===== src/core/srsup_map.svh =====
// constants and the behaviour notes for the setting range supervisor
// Notes on behaviour
// - running: reject bad refreshed word, keep old
// - running error: error indicator on, run on
// - store lowest faulty word offset, four hex
// - corrected refreshed word adopted without restart
// - after correction offset zero or next fault
// - after live correction indicators stay until restart
// - start with bad refreshed word: no run
// - start all valid: run on, error off
// - bad start-up word while running: keep originals
// - start-up area: offset zero unless faulty
// - start with bad start-up word: no run
// - restart pulse reruns start-up checks
`ifndef SRSUP_MAP_SVH
`define SRSUP_MAP_SVH
`define SRSUP_NUM_LIVE      8
`define SRSUP_NUM_INIT      8
`define SRSUP_INIT_BASE     16'h0008
`define SRSUP_OFFSET_NONE   16'h0000
`define SRSUP_WORD_RESET    16'h0000
`define SRSUP_LIMIT_MIN     16'h0000
`define SRSUP_LIMIT_MAX     16'h7fff
`endif


===== src/core/srsup_pkg.sv =====
// types for the setting range supervisor
`default_nettype none
package srsup_pkg;
	typedef enum logic [1:0] {
		SRSUP_BOOT,
		SRSUP_RUN,
		SRSUP_HALT
	} srsup_state_t;
endpackage
`default_nettype wire


===== src/core/srsup_scan.sv =====
// range check of a word array, lowest failing index first
`include "srsup_map.svh"
`default_nettype none
module srsup_scan #(
	parameter int NUM = 8
) (
	input  wire logic [NUM*16-1:0] words,     // flattened words, index 0 lowest
	input  wire logic [NUM*16-1:0] lo_limits, // per-word least value
	input  wire logic [NUM*16-1:0] hi_limits, // per-word greatest value
	output logic      [NUM-1:0]    bad,       // per-word out of range
	output logic                   any_bad,   // some word out of range
	output logic      [15:0]       low_index  // smallest failing index
);
	initial begin
		if (NUM < 1 || NUM > 65535) $error("srsup_scan: NUM out of range");
	end
	always_comb begin
		bad = '0;
		any_bad = 1'b0;
		low_index = `SRSUP_OFFSET_NONE;
		// downward walk so the smallest failing index is the last to win
		for (int i = NUM - 1; i >= 0; i--) begin
			if (words[i*16 +: 16] < lo_limits[i*16 +: 16] ||
			    words[i*16 +: 16] > hi_limits[i*16 +: 16]) begin
				bad[i] = 1'b1;
				any_bad = 1'b1;
				low_index = 16'(i);
			end
		end
	end
endmodule
`default_nettype wire


===== src/core/srsup_top.sv =====
// setting range supervisor: checks host-written settings, gates start-up
`include "srsup_map.svh"
`default_nettype none
module srsup_top #(
	parameter int NUM_LIVE = `SRSUP_NUM_LIVE,
	parameter int NUM_INIT = `SRSUP_NUM_INIT
) (
	input  wire logic                  mclk,              // 200 MHz clock
	input  wire logic                  rst,               // sync reset, high = power-on
	input  wire logic                  restart_bit,       // host restart bit, async
	input  wire logic [NUM_LIVE*16-1:0] live_words,       // refreshed area from host
	input  wire logic [NUM_INIT*16-1:0] init_words,       // start-up area from host
	input  wire logic [NUM_LIVE*16-1:0] live_lo,          // refreshed area least values
	input  wire logic [NUM_LIVE*16-1:0] live_hi,          // refreshed area greatest values
	input  wire logic [NUM_INIT*16-1:0] init_lo,          // start-up area least values
	input  wire logic [NUM_INIT*16-1:0] init_hi,          // start-up area greatest values
	output logic                       run_indicator,     // unit running
	output logic                       config_error_indicator, // setting error seen
	output logic      [15:0]           error_offset,      // lowest faulty word offset
	output logic      [NUM_LIVE*16-1:0] live_active,      // accepted refreshed settings
	output logic      [NUM_INIT*16-1:0] init_active       // settings loaded at start
);
	import srsup_pkg::*;

	initial begin
		if (NUM_LIVE < 1 || NUM_LIVE > int'(`SRSUP_INIT_BASE))
			$error("srsup_top: NUM_LIVE must fit below the start-up area base");
		if (NUM_INIT < 1 || NUM_INIT > 4096)
			$error("srsup_top: NUM_INIT out of range");
	end

	typedef struct packed {
		srsup_state_t            state;
		logic                    restart_meta;
		logic                    restart_sync;
		logic                    restart_prev;
		logic                    restart_armed;
		logic                    run;
		logic                    err;
		logic [15:0]             offset;
		logic [NUM_LIVE*16-1:0]  live;
		logic [NUM_INIT*16-1:0]  init;
	} srsup_regs_t;

	srsup_regs_t r;
	srsup_regs_t next_r;

	logic [NUM_LIVE-1:0] live_bad;
	logic                live_any;
	logic [15:0]         live_low;
	logic [NUM_INIT-1:0] init_bad;
	logic                init_any;
	logic [15:0]         init_low;
	logic                restart_fall;

	srsup_scan #(.NUM(NUM_LIVE)) u_live (
		.words     (live_words),
		.lo_limits (live_lo),
		.hi_limits (live_hi),
		.bad       (live_bad),
		.any_bad   (live_any),
		.low_index (live_low)
	);

	srsup_scan #(.NUM(NUM_INIT)) u_init (
		.words     (init_words),
		.lo_limits (init_lo),
		.hi_limits (init_hi),
		.bad       (init_bad),
		.any_bad   (init_any),
		.low_index (init_low)
	);

	// smallest faulty offset over both areas; live area sits lower
	function automatic logic [15:0] lowest_offset(input logic la, input logic [15:0] lo_l,
	                                              input logic ia, input logic [15:0] lo_i);
		logic [15:0] v;
		v = `SRSUP_OFFSET_NONE;
		if (ia)
			v = 16'(`SRSUP_INIT_BASE + lo_i);
		if (la)
			v = lo_l;
		return v;
	endfunction

	// on then off: act on the falling edge of the synchronised bit
	assign restart_fall = r.restart_prev & ~r.restart_sync;

	always_comb begin
		next_r = r;
		next_r.restart_meta = restart_bit;
		next_r.restart_sync = r.restart_meta;
		next_r.restart_prev = r.restart_sync;
		if (r.restart_sync)
			next_r.restart_armed = 1'b1;
		unique case (r.state)
			SRSUP_BOOT: begin
				// full start-up check over every word of both areas
				next_r.offset = lowest_offset(live_any, live_low, init_any, init_low);
				if (live_any || init_any) begin
					next_r.state = SRSUP_HALT;
					next_r.run = 1'b0;
					next_r.err = 1'b1;
				end else begin
					next_r.state = SRSUP_RUN;
					next_r.run = 1'b1;
					next_r.err = 1'b0;
					next_r.live = live_words;
					next_r.init = init_words;
				end
			end
			SRSUP_RUN: begin
				next_r.run = 1'b1;
				// per word: a bad word is rejected, a good one adopted live
				for (int i = 0; i < NUM_LIVE; i++) begin
					if (!live_bad[i])
						next_r.live[i*16 +: 16] = live_words[i*16 +: 16];
				end
				// start-up settings stay as loaded for the whole run
				if (live_any || init_any)
					next_r.err = 1'b1;
				// error stays lit after correction until a restart
				next_r.offset = lowest_offset(live_any, live_low, init_any, init_low);
			end
			SRSUP_HALT: begin
				next_r.run = 1'b0;
				next_r.err = 1'b1;
				// offset tracks edits so the host sees what remains
				next_r.offset = lowest_offset(live_any, live_low, init_any, init_low);
			end
		endcase
		if (restart_fall && r.restart_armed) begin
			next_r.state = SRSUP_BOOT;
			next_r.run = 1'b0;
			next_r.restart_armed = 1'b0;
		end
	end

	always_ff @(posedge mclk) begin
		if (rst) begin
			r.state <= SRSUP_BOOT;
			r.restart_meta <= 1'b0;
			r.restart_sync <= 1'b0;
			r.restart_prev <= 1'b0;
			r.restart_armed <= 1'b0;
			r.run <= 1'b0;
			r.err <= 1'b0;
			r.offset <= `SRSUP_OFFSET_NONE;
			r.live <= {NUM_LIVE{`SRSUP_WORD_RESET}};
			r.init <= {NUM_INIT{`SRSUP_WORD_RESET}};
		end else begin
			r <= next_r;
		end
	end

	assign run_indicator = r.run;
	assign config_error_indicator = r.err;
	assign error_offset = r.offset;
	assign live_active = r.live;
	assign init_active = r.init;
endmodule
`default_nettype wire


===== config.mk =====
export PLATFORM = sky130hd
export DESIGN_NAME = srsup_top
export DESIGN_NICKNAME = d
export VERILOG_FILES = /design/src/core/srsup_pkg.sv /design/src/core/srsup_scan.sv /design/src/core/srsup_top.sv
export VERILOG_INCLUDE_DIRS = /design/src /design/src/core
export SDC_FILE = /design/constraint.sdc
export NUM_CORES = 1
export LEC_CHECK = 0
export BUFFER_PORTS_ARGS = -buffer_cell sky130_fd_sc_hd__clkbuf_2
export CORE_AREA = 2 2 410 412
export DETAILED_ROUTE_END_ITERATION = 16
export DIE_AREA = 0 0 412 414
export GPL_TIMING_DRIVEN = 0
export PLACE_DENSITY = 0.34
export SYNTH_ARGS = -nofsm -noshare
export SYNTH_HDL_FRONTEND = slang
export SYNTH_HIERARCHICAL = 1
export SYNTH_SLANG_ARGS = --single-unit

===== constraint.sdc =====
create_clock -name mclk -period 12.8 [get_ports mclk]
set_clock_uncertainty 0.15 [all_clocks]
set_input_delay 2.56 -clock mclk [delete_from_list [all_inputs] [get_ports mclk]]
set_output_delay 2.56 -clock mclk [all_outputs]
set_load 0.05 [all_outputs]

[After elaboration in Yosys (flattened, before gate mapping)]
Index checks and enable logic that the tools add are counted.
Cells by class
  $add $sub $neg: 1
  reduce and logical (&&, ||, !) cells: 30
  muxes and demuxes: 55
  equal/unequal tests: 12
  bitwise logic cells: 3
  magnitude comparators: 32
Operators by type and width (number)
  > comparator 16 bit: 16
  less-than comparator 16 bit: 16
  two-way mux 256 bit: 1
  one-hot mux 128 bit (2 select lines): 1
  two-way mux 16 bit: 10
  one-hot mux 18 bit (3 select lines): 1
  two-way mux 3 bit: 16
  two-way mux 1 bit: 24
  AND reduction 3 bit: 8
  inequality test 2 bit, second input constant: 10
  logical OR 1 bit: 17
  adder 4 x 16 -> 16 bit, first input constant: 1
  two-way mux 2 bit: 2
  equality test 2 x 1 -> 1 bit, second input constant: 1
  equality test 2 bit, second input constant: 1
  logical NOT 2 bit: 1
  NOT 1 bit: 2
  AND reduction 2 bit: 1
  nonzero test 2 bit: 1
  OR reduction 2 bit: 1
  bitwise AND 1 bit: 1
  logical AND 1 bit: 1
Storage, ports and cells
  flip-flop bits (word level): 280
  output and inout port bits: 274
  word-level logic and storage cells: 150
  input bits: 771

[Longest topological paths before layout]
Gate-level depths: netlist of run 1.
  depth in word-level cells: 14
  depth in mapped cells: 16

[Cells and area by module]
The synthesis of run 1 kept the hierarchy.
Modules (own cells, without submodules)
  srsup_top: times used 1, area an instance 12534.5 µm², cells an instance 1392, sequential area each 5605.4 µm²
  srsup_scan (u_live): times used 1, area an instance 6399.9 µm², cells an instance 893, sequential area each 0.0 µm²
  srsup_scan (u_init): times used 1, area an instance 6349.8 µm², cells an instance 885, sequential area each 0.0 µm²

[Worst setup path before layout of run 1]
Ideal clock, no wire load.
  kind: input port to flip-flop
  from: in live_hi[33]
  to: reg r (netlist bit live_active[1])
  cell stages on the path: 16
  arrival time: 5.690 ns
  path slack: 6.844 ns
  library setup time: 0.116 ns
  cells stage by stage: inv_1 > ha_1 > nor2b_1 > o211ai_1 > a21oi_1 > a211o_1 > a211o_1 > a21oi_1 > nand2_1 > or4b_1 > or3b_4 > buf_6 > a22oi_4 > buf_6 > nor3b_1 > a31o_1
Between the ends
  longest elaborated chain between the ends: 8
RTL lines
  start, declared: RTL line srsup_top.sv:14  | input wire logic [NUM_LIVE*16-1:0] live_hi,
  > comparator 16 bit: RTL line srsup_scan.sv:24  | words[i*16 +: 16] > hi_limits[i*16 +: 16]) begin
  logical OR 1 bit: RTL line srsup_scan.sv:23  | if (words[i*16 +: 16] < lo_limits[i*16 +: 16] ||
  two-way mux 1 bit (3 in a row): RTL line srsup_scan.sv:23
  named net live_any: RTL line srsup_top.sv:49  | logic live_any;
  logical OR 1 bit: RTL line srsup_top.sv:100  | if (live_any || init_any) begin
  inequality test 2 bit (no source line)
  AND reduction 3 bit (no source line)
  end signal, assigned: RTL line srsup_top.sv:152  | r <= next_r;
  end, declared: RTL line srsup_top.sv:45  | srsup_regs_t r;
The timed path passes the listed nets, and every way through them passes these cells.
A chain may end at the register's enable or synchronous reset.

[Worst setup path in the final report of run 1]
  from: in init_words[109]
  to: reg r (netlist bit init_active[125])
Between the ends
  longest elaborated chain between the ends: 12
  elaborated cells between the ends (all ways): 13
RTL lines
  start, declared: RTL line srsup_top.sv:12  | input wire logic [NUM_INIT*16-1:0] init_words,
  less-than comparator 16 bit / > comparator 16 bit (equally long branches): RTL line srsup_scan.sv:23, srsup_scan.sv:24
  logical OR 1 bit (*): RTL line srsup_scan.sv:23
  two-way mux 1 bit (*) (7 in a row): RTL line srsup_scan.sv:23
  named net init_any: RTL line srsup_top.sv:52  | logic init_any;
  logical OR 1 bit (*): RTL line srsup_top.sv:100
  NOT 1 bit (no source line) (*)
  AND reduction 2 bit (no source line) (*)
Mark *: on every way through the listed nets, which the timed path passes. The rest lies on a longest branch.

==> run_results.csv, run 1 <==
group,metric,value,unit
pwr,ir_worst_vdd,0.0000744,V
clock_tree,cts_hold_buf,0,
global_route,grt_pass1_wl,191,mm
sta,max_freq,0.136,GHz
sta,slew-limit-headroom,19.4,%
sta,rsz0062_at_grt,"false",
floorplanning,die_h,414,µm
sta,worst_pin_slew,1.21,ns
sta,fin_crit_sh,57.4,%
critical_path,worstReg2RegStart,"r[279]",
critical_path,worstPathArrival,7.70,ns
finish,final_nets,5552,
sta,holdWs,0.302,ns
clock_tree,cts_tree,"done",
worst_hold_path,hp-start,"init_active[71]",
global_route,first_global_vias,26400,
worst_hold_path,min_path_type,"register to register",
clock_tree,cts_buffers,42,
placed_design,dp_slack,4.52,ns
run,maxCapViolCount,0,
detailed_routing,via_per_inst,3.90,
synthesis,seq_area_frac_synth,22.2,%
critical_path,endpoint_kind,"register",
critical_path,cp_cell_sequence,"clkbuf_2 -> ha_1 -> a21oi_1 -> nor2b_1 -> o21ai_0 -> o21ai_0 -> o32ai_1 -> nor4_1 -> nand4_1 -> or3b_4 -> buf_6 -> clkbuf_1 -> buf_2 -> nand2_1 -> a21oi_1",
synthesis,synth_cell_types,70,
critical_path,cp-start-kind,"primary input",
floorplanning,die_area,0.171,mm²
sta,drv_slew,0,
sta,fin_crit,7.35,ns
critical_path,max_stage_delay,1.00,ns
detailed_routing,dr_total_vias,25400,
finish,synthToLayoutAreaGrowth,37.7,%
sta,tns,0,ns
synthesis,syn_inst,3170,
sta,layout_setup_ws,5.45,ns
pwr,p_leak,0.0186,µW
status,status,"finished clean",
detailed_routing,routed_wl,137,mm
global_route,antenna_found_initial,44,
global_route,grt_use_total,15.6,%
placed_design,place.gp.congestion,0.912,
synthesis,avgSynthCellArea,7.98,µm²
clock_tree,root_buffer,"clkbuf_16",
clock_tree,clk-insertion-delay-late,0.60,ns
clock_tree,cts.sinks,280,
clock_tree,ctsLongestPathBuffers,3,
placed_design,dp_cells,6442,
detailed_routing,first_pass_iters,6,
floorplanning,coreArea,0.166,mm²
global_route,grt_overflow_total,0,
synthesis,synth_top_area_cell,"ha_1",
critical_path,crit_fanout,10,
clock_tree,h-tree-depth,2,
detailed_routing,ant_nets,0,
floorplanning,start_util,15.2,%
floorplanning,placementRows,150,
detailed_routing,drtIter0Drc,940,
floorplanning,die_width,412,µm
global_route,grt_max_degree,12,
critical_path,rrSetupSlack,9.77,ns
synthesis,ys_ff_latch,280,
sta,setup_viol,0,
clock_tree,postCtsResizedCells,0,
synthesis,async_reset_ff_share,0,%
detailed_routing,drt-wirelength-per-cell,21.1,µm
placed_design,dp_hpwl,121,mm
sta,hold_violations,0,
synthesis,ys.flop_type,"dfxtp_1",
finish,drive_gt1_share,35.1,%
synthesis,yosys-top-cells-area,"ha_1, dfxtp_1, buf_4",
critical_path,required,13.15,ns
critical_path,critPathKind,"primary input to register",
critical_path,cp-startpoint,"init_words[109]",
finish,final_cells,6524,
synthesis,yosysWarnings,6,
critical_path,crit_slowest_cell,"o32ai_1",
clock_tree,postCtsSetupRepairBufs,0,
synthesis,yosys.area.top_type_share,24.7,%
pwr,power.density,78.5,mW/mm²
detailed_routing,drc,0,
placed_design,numPortBuffers,1043,
floorplanning,io_pins,1045,
synthesis,synthesis.area,0.0253,mm²
synthesis,synth-edff-count,0,
clock_tree,clkTransAtPathRegs,0.06,ns
finish,num-fill-cells,19000,
[cell usage in the layout, fill, tap and decap left out, types with 83 or more instances in the layout]
cell and instances:
dfxtp_1 280, buf_4 305, nand2_1 334, ha_1 499, inv_1 515, o21ai_0 92, a31o_1 87, nor3b_1 132
nand4_1 83, clkbuf_2 1043, a21oi_1 280
[critical path, delay by kind of cell]
| family | cells | cell delay (ns) |
|---|---|---|
| AO/OA/AOI/OAI | 5 | 2.05 |
| buffers and inverters | 4 | 1.63 |
| adder cells (fa/ha/maj) | 1 | 0.32 |
| AND/OR/NAND/NOR | 5 | 1.10 |
[synth_stat cells (38+ instances only)]
cell type	instances
inv_1	515
a21o_1	62
buf_4	304
a31o_2	42
o21ai_0	92
nand2_1	334
nor2_1	79
clkbuf_1	48
dfxtp_1	280
nor3b_1	132
nor2b_1	38
nand4_1	83
a31o_1	87
a21oi_1	280
ha_1	499
[cells by family (layout without fill, tap and decap cells)]
kind of cell / count (synthesis) / after routing / synth area share [%]
buf+inv: 915 / 2032 / 18.6
compound gates: 702 / 702 / 18.7
mux: 1 / 1 / 0.0396
fa+ha+maj: 499 / 499 / 24.7
flops: 280 / 280 / 22.2
simple gates: 760 / 760 / 15.4
other cells: 2 / 35 / 0.0297
xor+xnor: 11 / 11 / 0.381
[path summary, 6_finish.rpt]
kind,endpoint,cells after the start
max,init_active[125],15
min,init_active[71],2
max reg2reg,live_active[95],8
min reg2reg,init_active[71],2
[state kept, by name, summed over array words and instances (netlist names)]
register	flops
config_error_indicator	1
error_offset	16
init_active	128
live_active	128
next_r	2
r	4
run_indicator	1
[metrics by stage]
step	power, µW	area [µm²]	util, %
3_5_place_dp	1530	33400	20.1
2_1_floorplan	1210	25400	-
6_report	2730	34800	20.9
3_3_place_gp	1520	33400	20.1
4_1_cts	2810	34800	20.9
5_1_grt	2910	34800	20.9
[per-layer routing]
layer,track usage (%),part of all wire (%),up-vias
met5,0,0.16,-
met4,2.70,1.6,36
met3,4.66,7.3,132
met2,27.8,49,751
met1,18.4,42,11700
li1,-,-,12800
[power breakdown]
group          leakage [µW]  internal (µW)  switching [µW]  total, µW
Clock              0.000693            745             486       1230
Combinational        0.0156            262             362        624
Sequential          0.00226            875            1.44        877
Total                0.0186           1880             850       2730
[cell type report]
| cell class | count | area, µm² | area share (%) |
|---|---|---|---|
| Clock buffer | 57 | 1180 | 3.39 |
| Buffer | 400 | 2770 | 7.95 |
| Multi-Input combinational cell | 1999 | 15100 | 43.3 |
| Inverter | 515 | 1930 | 5.55 |
| Tap cell | 2204 | 2760 | 7.92 |
| Sequential cell | 280 | 5610 | 16.1 |
| Antenna cell | 9 | 22.5 | 0.0647 |
| Clock inverter | 16 | 230 | 0.661 |
| Timing Repair Buffer | 1044 | 5230 | 15.0 |
No activity file was read; power rests on OpenSTA's default activity.
==> inputs of run 2 (changes only) <==
CORE_AREA = 2 2 407 409   (was 2 2 410 412)
DIE_AREA = 0 0 409 411   (was 0 0 412 414)
PLACE_DENSITY = 0.36   (was 0.34)
clock period = 6.25 ns   (was 12.8 ns; I/O delays follow)
==> run 2 against run 1 <==
Net effect:
- flip-flop and latch count unchanged
- die area fell by 1.4%
- sequential share of layout area unchanged
- non-clock buffer count grew 3
- wire length decreased by 1.8%
- count of clock-buffer cells in the layout increased by 1
- final area unchanged
- via count rose by 0.33%
- combinational power increased by 100%
- largest power group unchanged
==> run_results.csv, run 2 (synthesis gave the netlist of run 1 again) <==
group,metric,value,unit
status,status,"finished clean",
sta,tns,0,ns
pwr,power.density,158,mW/mm²
critical_path,critPathKind,"primary input to register",
placed_design,dp_cells,6428,
finish,final_area,0.0348,mm²
sta,max_freq,0.170,GHz
floorplanning,placementRows,149,
global_route,grt_overflow_total,0,
global_route,grt_max_degree,12,
global_route,grt_use_total,15.5,%
placed_design,dp_hpwl,119,mm
finish,num-fill-cells,18700,
run,maxCapViolCount,0,
finish,final_nets,5552,
global_route,grt_pass1_wl,187,mm
critical_path,cp-start-kind,"primary input",
critical_path,critPathBufInv,4,
sta,fin_crit,5.87,ns
critical_path,critical_path.top_delay_family,"simple AND/OR/NAND/NOR gates",
critical_path,crit_slowest_cell,"a2111oi_0",
finish,final_cells,6518,
pwr,p_leak,0.0186,µW
clock_tree,cts_buffers,39,
sta,drv_slew,0,
placed_design,place.gp.congestion,0.892,
critical_path,worstPathArrival,6.24,ns
critical_path,cp_cell_sequence,"clkbuf_2 -> ha_1 -> nand2_1 -> nor3_2 -> o31ai_1 -> a2111oi_0 -> o32ai_1 -> nor4_1 -> buf_4 -> nand4_1 -> nor2_1 -> nor2_1 -> nor2_1 -> buf_2 -> clkbuf_1 -> a31o_2",
clock_tree,cts_tree,"done",
finish,drive_gt1_share,35.3,%
sta,rsz0062_at_grt,"false",
floorplanning,coreArea,0.164,mm²
finish,final_common_cell,"clkbuf_2",
detailed_routing,via_per_inst,3.92,
sta,worst_pin_slew,1.21,ns
clock_tree,root_buffer,"clkbuf_16",
detailed_routing,drtIter0Drc,890,
clock_tree,cts.sinks,280,
clock_tree,clk-insertion-delay-late,0.58,ns
worst_hold_path,min_path_type,"register to register",
detailed_routing,drt-wirelength-per-cell,20.7,µm
global_route,antenna_found_initial,42,
floorplanning,start_util,15.4,%
sta,setup_viol,0,
sta,fin_crit_sh,93.8,%
critical_path,max_stage_delay,0.50,ns
critical_path,crit_fanout,10,
floorplanning,die_width,409,µm
pwr,ir_worst_vdd,0.000130,V
floorplanning,io_pins,1045,
critical_path,required,6.62,ns
critical_path,endpoint_kind,"register",
sta,slew-limit-headroom,18.9,%
floorplanning,die_area,0.168,mm²
detailed_routing,ant_nets,0,
detailed_routing,dr_total_vias,25500,
critical_path,cpMostUsedCell,"nor2_1",
finish,most-common-layout-cells,"clkbuf_2, inv_1, ha_1, nand2_1, buf_4",
clock_tree,cts_hold_buf,0,
clock_tree,clkTransAtPathRegs,0.06,ns
sta,hold_violations,0,
detailed_routing,routed_wl,135,mm
floorplanning,die_h,411,µm
global_route,first_global_vias,26200,
finish,synthToLayoutAreaGrowth,37.7,%
clock_tree,ctsLongestPathBuffers,3,
placed_design,numPortBuffers,1043,
clock_tree,h-tree-depth,2,
placed_design,placed_area,0.0334,mm²
detailed_routing,first_pass_iters,7,
detailed_routing,drc,0,
[run 2: changes by cell type in the layout (fill, tap and decap cells not counted), sizes merged]
cell / previous run / this run
diode: 9 / 17
clkinvlp: 1 / 0
buf: 353 / 354
inv: 517 / 516
clkbuf: 1148 / 1151
bufinv: 5 / 4
[run 2: worst paths after layout]
| check | from | to | slack, ns | cells after the start |
|---|---|---|---|---|
| setup / recovery | init_words[119] | live_active[80] | 0.38 | 16 |
| hold / removal | next_r[275] | r[275] | 0.30 | 2 |
| setup reg to reg | r[278] | init_active[118] | 3.41 | 8 |
| hold reg to reg | next_r[275] | r[275] | 0.30 | 2 |
[run 2: what timing repair did]
| action | in CTS | in global routing |
|---|---|---|
| gates resized for setup | 3 | 6 |
| setup buffers | 2 | 0 |
| endpoints found under the setup margin | 249 | 15 |
| pin swaps | 1 | 0 |
| hold endpoints to repair | 0 | 0 |
[run 2: tightest hold or removal path, cell delays in order (launching register included)]
cell,delay [ns]
dfxtp_1,0.29
inv_1,0.06
nor2_1,0.05
[run 2: cell type report]
cell class                      instances  area [µm²]  area share [%]
Multi-Input combinational cell       1999       15100            43.4
Sequential cell                       280        5610            16.1
Timing Repair Buffer                 1047        5250            15.1
Buffer                                400        2770            7.97
Tap cell                             2189        2740            7.87
Inverter                              515        1930            5.55
Clock buffer                           58        1180            3.39
Clock inverter                         13         184           0.528
Antenna cell                           17        42.5           0.122
[run 2: layer usage]
metal  wire [µm]  share of wire, %  up-vias  global-route usage [%]
met3       11100               8.2      164                    5.25
met4        4490               3.3       32                    5.60
met2       64900                48      823                    26.7
li1            -                 -    12800                       -
met1       54300                40    11700                    17.6
met5         214              0.16        -                       0
[run 2: metrics by stage]
step                worst slack (ns)  util [%]  power (µW)  hold WS, ns
floorplan                       1.60         -        2480        0.264
global placement               -1.58      20.3        3100        0.289
detailed placement             -1.58      20.4        3120        0.293
CTS                            0.198      21.2        5640        0.302
global route                  0.0291      21.2        5840        0.320
finish                         0.384      21.2        5500        0.298
[run 2: power breakdown]
part | total [µW] | leakage (µW) | switching (µW) | internal (µW)
clock | 2440 | 0.000676 | 966 | 1470
combinational | 1270 | 0.0156 | 733 | 538
sequential | 1790 | 0.00226 | 2.16 | 1790
==> inputs of run 3 (changes only) <==
==> constraint.sdc (replaced) <==
create_clock -name mclk -period 6.25 [get_ports mclk]
set_clock_uncertainty 0.15 [all_clocks]
set_input_delay 0.9375 -clock mclk [delete_from_list [all_inputs] [get_ports mclk]]
set_output_delay 0.9375 -clock mclk [all_outputs]
set_load 0.05 [all_outputs]
==> run 3 against run 2 <==
Net effect:
- total power is essentially flat
- non-clock buffer count is the same
- die area is the same
==> run_results.csv, run 3 (synthesis gave the netlist of run 1 again) <==
group,metric,value,unit
status,status,"finished clean",
finish,seq_area,0.00561,mm²
finish,num-fill-cells,18700,
pwr,ir_worst_vdd,0.000130,V
finish,multi_input_area,0.0151,mm²
critical_path,rrSetupSlack,3.41,ns
clock_tree,cts_tree,"done",
global_route,first_global_vias,26200,
global_route,grt_max_degree,12,
sta,hold_violations,0,
critical_path,endpoint_kind,"register",
sta,worst_pin_slew,1.22,ns
critical_path,cp-start-kind,"primary input",
clock_tree,clk-insertion-delay-late,0.58,ns
critical_path,r2r_end,"init_active[118]",
sta,fin_crit_sh,94.4,%
critical_path,worstPathArrival,6.27,ns
placed_design,dp_slack,-1.27,ns
critical_path,crit_fanout,10,
floorplanning,placementRows,149,
detailed_routing,via_per_inst,3.92,
detailed_routing,ant_nets,0,
critical_path,critPathKind,"primary input to register",
floorplanning,die_width,409,µm
finish,synthToLayoutAreaGrowth,37.6,%
run,maxCapViolCount,0,
detailed_routing,drtIter0Drc,881,
finish,final_nets,5552,
detailed_routing,first_pass_iters,7,
sta,holdWs,0.298,ns
finish,final_cells,6518,
floorplanning,coreArea,0.164,mm²
clock_tree,root_buffer,"clkbuf_16",
detailed_routing,drt-wirelength-per-cell,20.7,µm
sta,max_freq,0.169,GHz
detailed_routing,drc,0,
finish,utilization,21.2,%
worst_hold_path,min_path_type,"register to register",
pwr,power.density,158,mW/mm²
placed_design,place.gp.congestion,0.892,
floorplanning,die_h,411,µm
sta,setup_viol,0,
pwr,p_leak,0.0186,µW
floorplanning,io_pins,1045,
placed_design,dp_cells,6428,
global_route,grt_overflow_total,0,
placed_design,dp_hpwl,119,mm
clock_tree,cts.sinks,280,
pwr,finalPower,5500,µW
clock_tree,h-tree-depth,2,
clock_tree,cts_buffers,39,
clock_tree,ctsLongestPathBuffers,3,
floorplanning,die_area,0.168,mm²
global_route,grt_use_total,15.5,%
sta,slew-limit-headroom,18.6,%
clock_tree,clkTransAtPathRegs,0.06,ns
critical_path,worstReg2RegStart,"r[278]",
sta,drv_slew,0,
critical_path,reg2reg_depth,8,
worst_hold_path,whs_path_depth,2,
finish,most-common-layout-cells,"clkbuf_2, inv_1, ha_1, nand2_1, buf_4",
floorplanning,start_util,15.4,%
placed_design,numPortBuffers,1043,
global_route,antenna_found_initial,42,
sta,fin_crit,5.90,ns
finish,final_common_cell,"clkbuf_2",
global_route,grt_pass1_wl,187,mm
clock_tree,cts_hold_buf,0,
critical_path,required,6.62,ns
sta,layout_setup_ws,0.347,ns
worst_hold_path,min_to,"r[275]",
finish,drive_gt1_share,35.2,%
detailed_routing,dr_total_vias,25500,
sta,rsz0062_at_grt,"false",
worst_hold_path,hp-start,"next_r[275]",
detailed_routing,routed_wl,135,mm
## run 3: cell count changes in the layout (fill, tap and decap cells not counted), sizes merged
cell,before,now
buf,354,356
clkbuf,1151,1149
## run 3: where the power goes
part / leakage (µW) / internal, µW / switching [µW]
combinational: 0.0156 / 538 / 732
sequential: 0.00226 / 1790 / 2.15
clock: 0.000676 / 1470 / 966
## run 3: worst max-delay path by stage
| stage | start | end | cells past startpoint | slack (ns) |
|---|---|---|---|---|
| finish | init_words[119] | live_active[23] | 16 | 0.35 |
| global route | init_words[119] | live_active[23] | 16 | 0.004 |
| CTS | init_words[119] | live_active[25] | 16 | 0.25 |
| detailed placement | init_words[119] | live_active[79] | 15 | -1.27 |
| global placement | init_words[119] | live_active[79] | 15 | -1.27 |
| floorplan | live_hi[33] | live_active[1] | 16 | 1.92 |
## run 3: through the flow
stage          area, µm²  setup TNS (ns)
2_1_floorplan      25400               0
3_3_place_gp       33300         -187.24
3_5_place_dp       33400         -188.53
4_1_cts            34800               0
5_1_grt            34800               0
6_report           34800               0
## run 3: final cells by class
| type | instances | area share (%) |
|---|---|---|
| Antenna cell | 17 | 0.122 |
| Buffer | 400 | 7.96 |
| Clock buffer | 58 | 3.39 |
| Clock inverter | 13 | 0.529 |
| Inverter | 515 | 5.56 |
| Multi-Input combinational cell | 1999 | 43.4 |
| Sequential cell | 280 | 16.1 |
| Tap cell | 2189 | 7.87 |
| Timing Repair Buffer | 1047 | 15.1 |
## run 3: worst max-delay path: stages
cell,delay (ns)
clkbuf_2,0.18
ha_1,0.34
nand2_1,0.08
nor3_1,0.67
o31ai_1,0.21
a2111oi_0,0.52
o32ai_1,0.24
nor4_1,0.27
buf_4,0.18
nand4_1,0.49
nor2_1,0.49
nor2_1,0.08
nor2_1,0.29
buf_2,0.44
clkbuf_1,0.56
a31o_2,0.26
## run 3: routing by layer
| layer | vias up | GRT usage [%] | share of wire [%] | wire, µm |
|---|---|---|---|---|
| met4 | 32 | 5.60 | 3.3 | 4490 |
| met1 | 11700 | 17.6 | 40 | 54100 |
| met2 | 829 | 26.7 | 48 | 64800 |
| li1 | 12800 | - | - | - |
| met3 | 164 | 5.25 | 8.4 | 11300 |
| met5 | - | 0 | 0.16 | 214 |
## run 3: repair_timing
action | CTS | global route
buffers inserted | 2 | 0
endpoints found under the setup margin | 170 | 0
gates resized for setup | 2 | 0
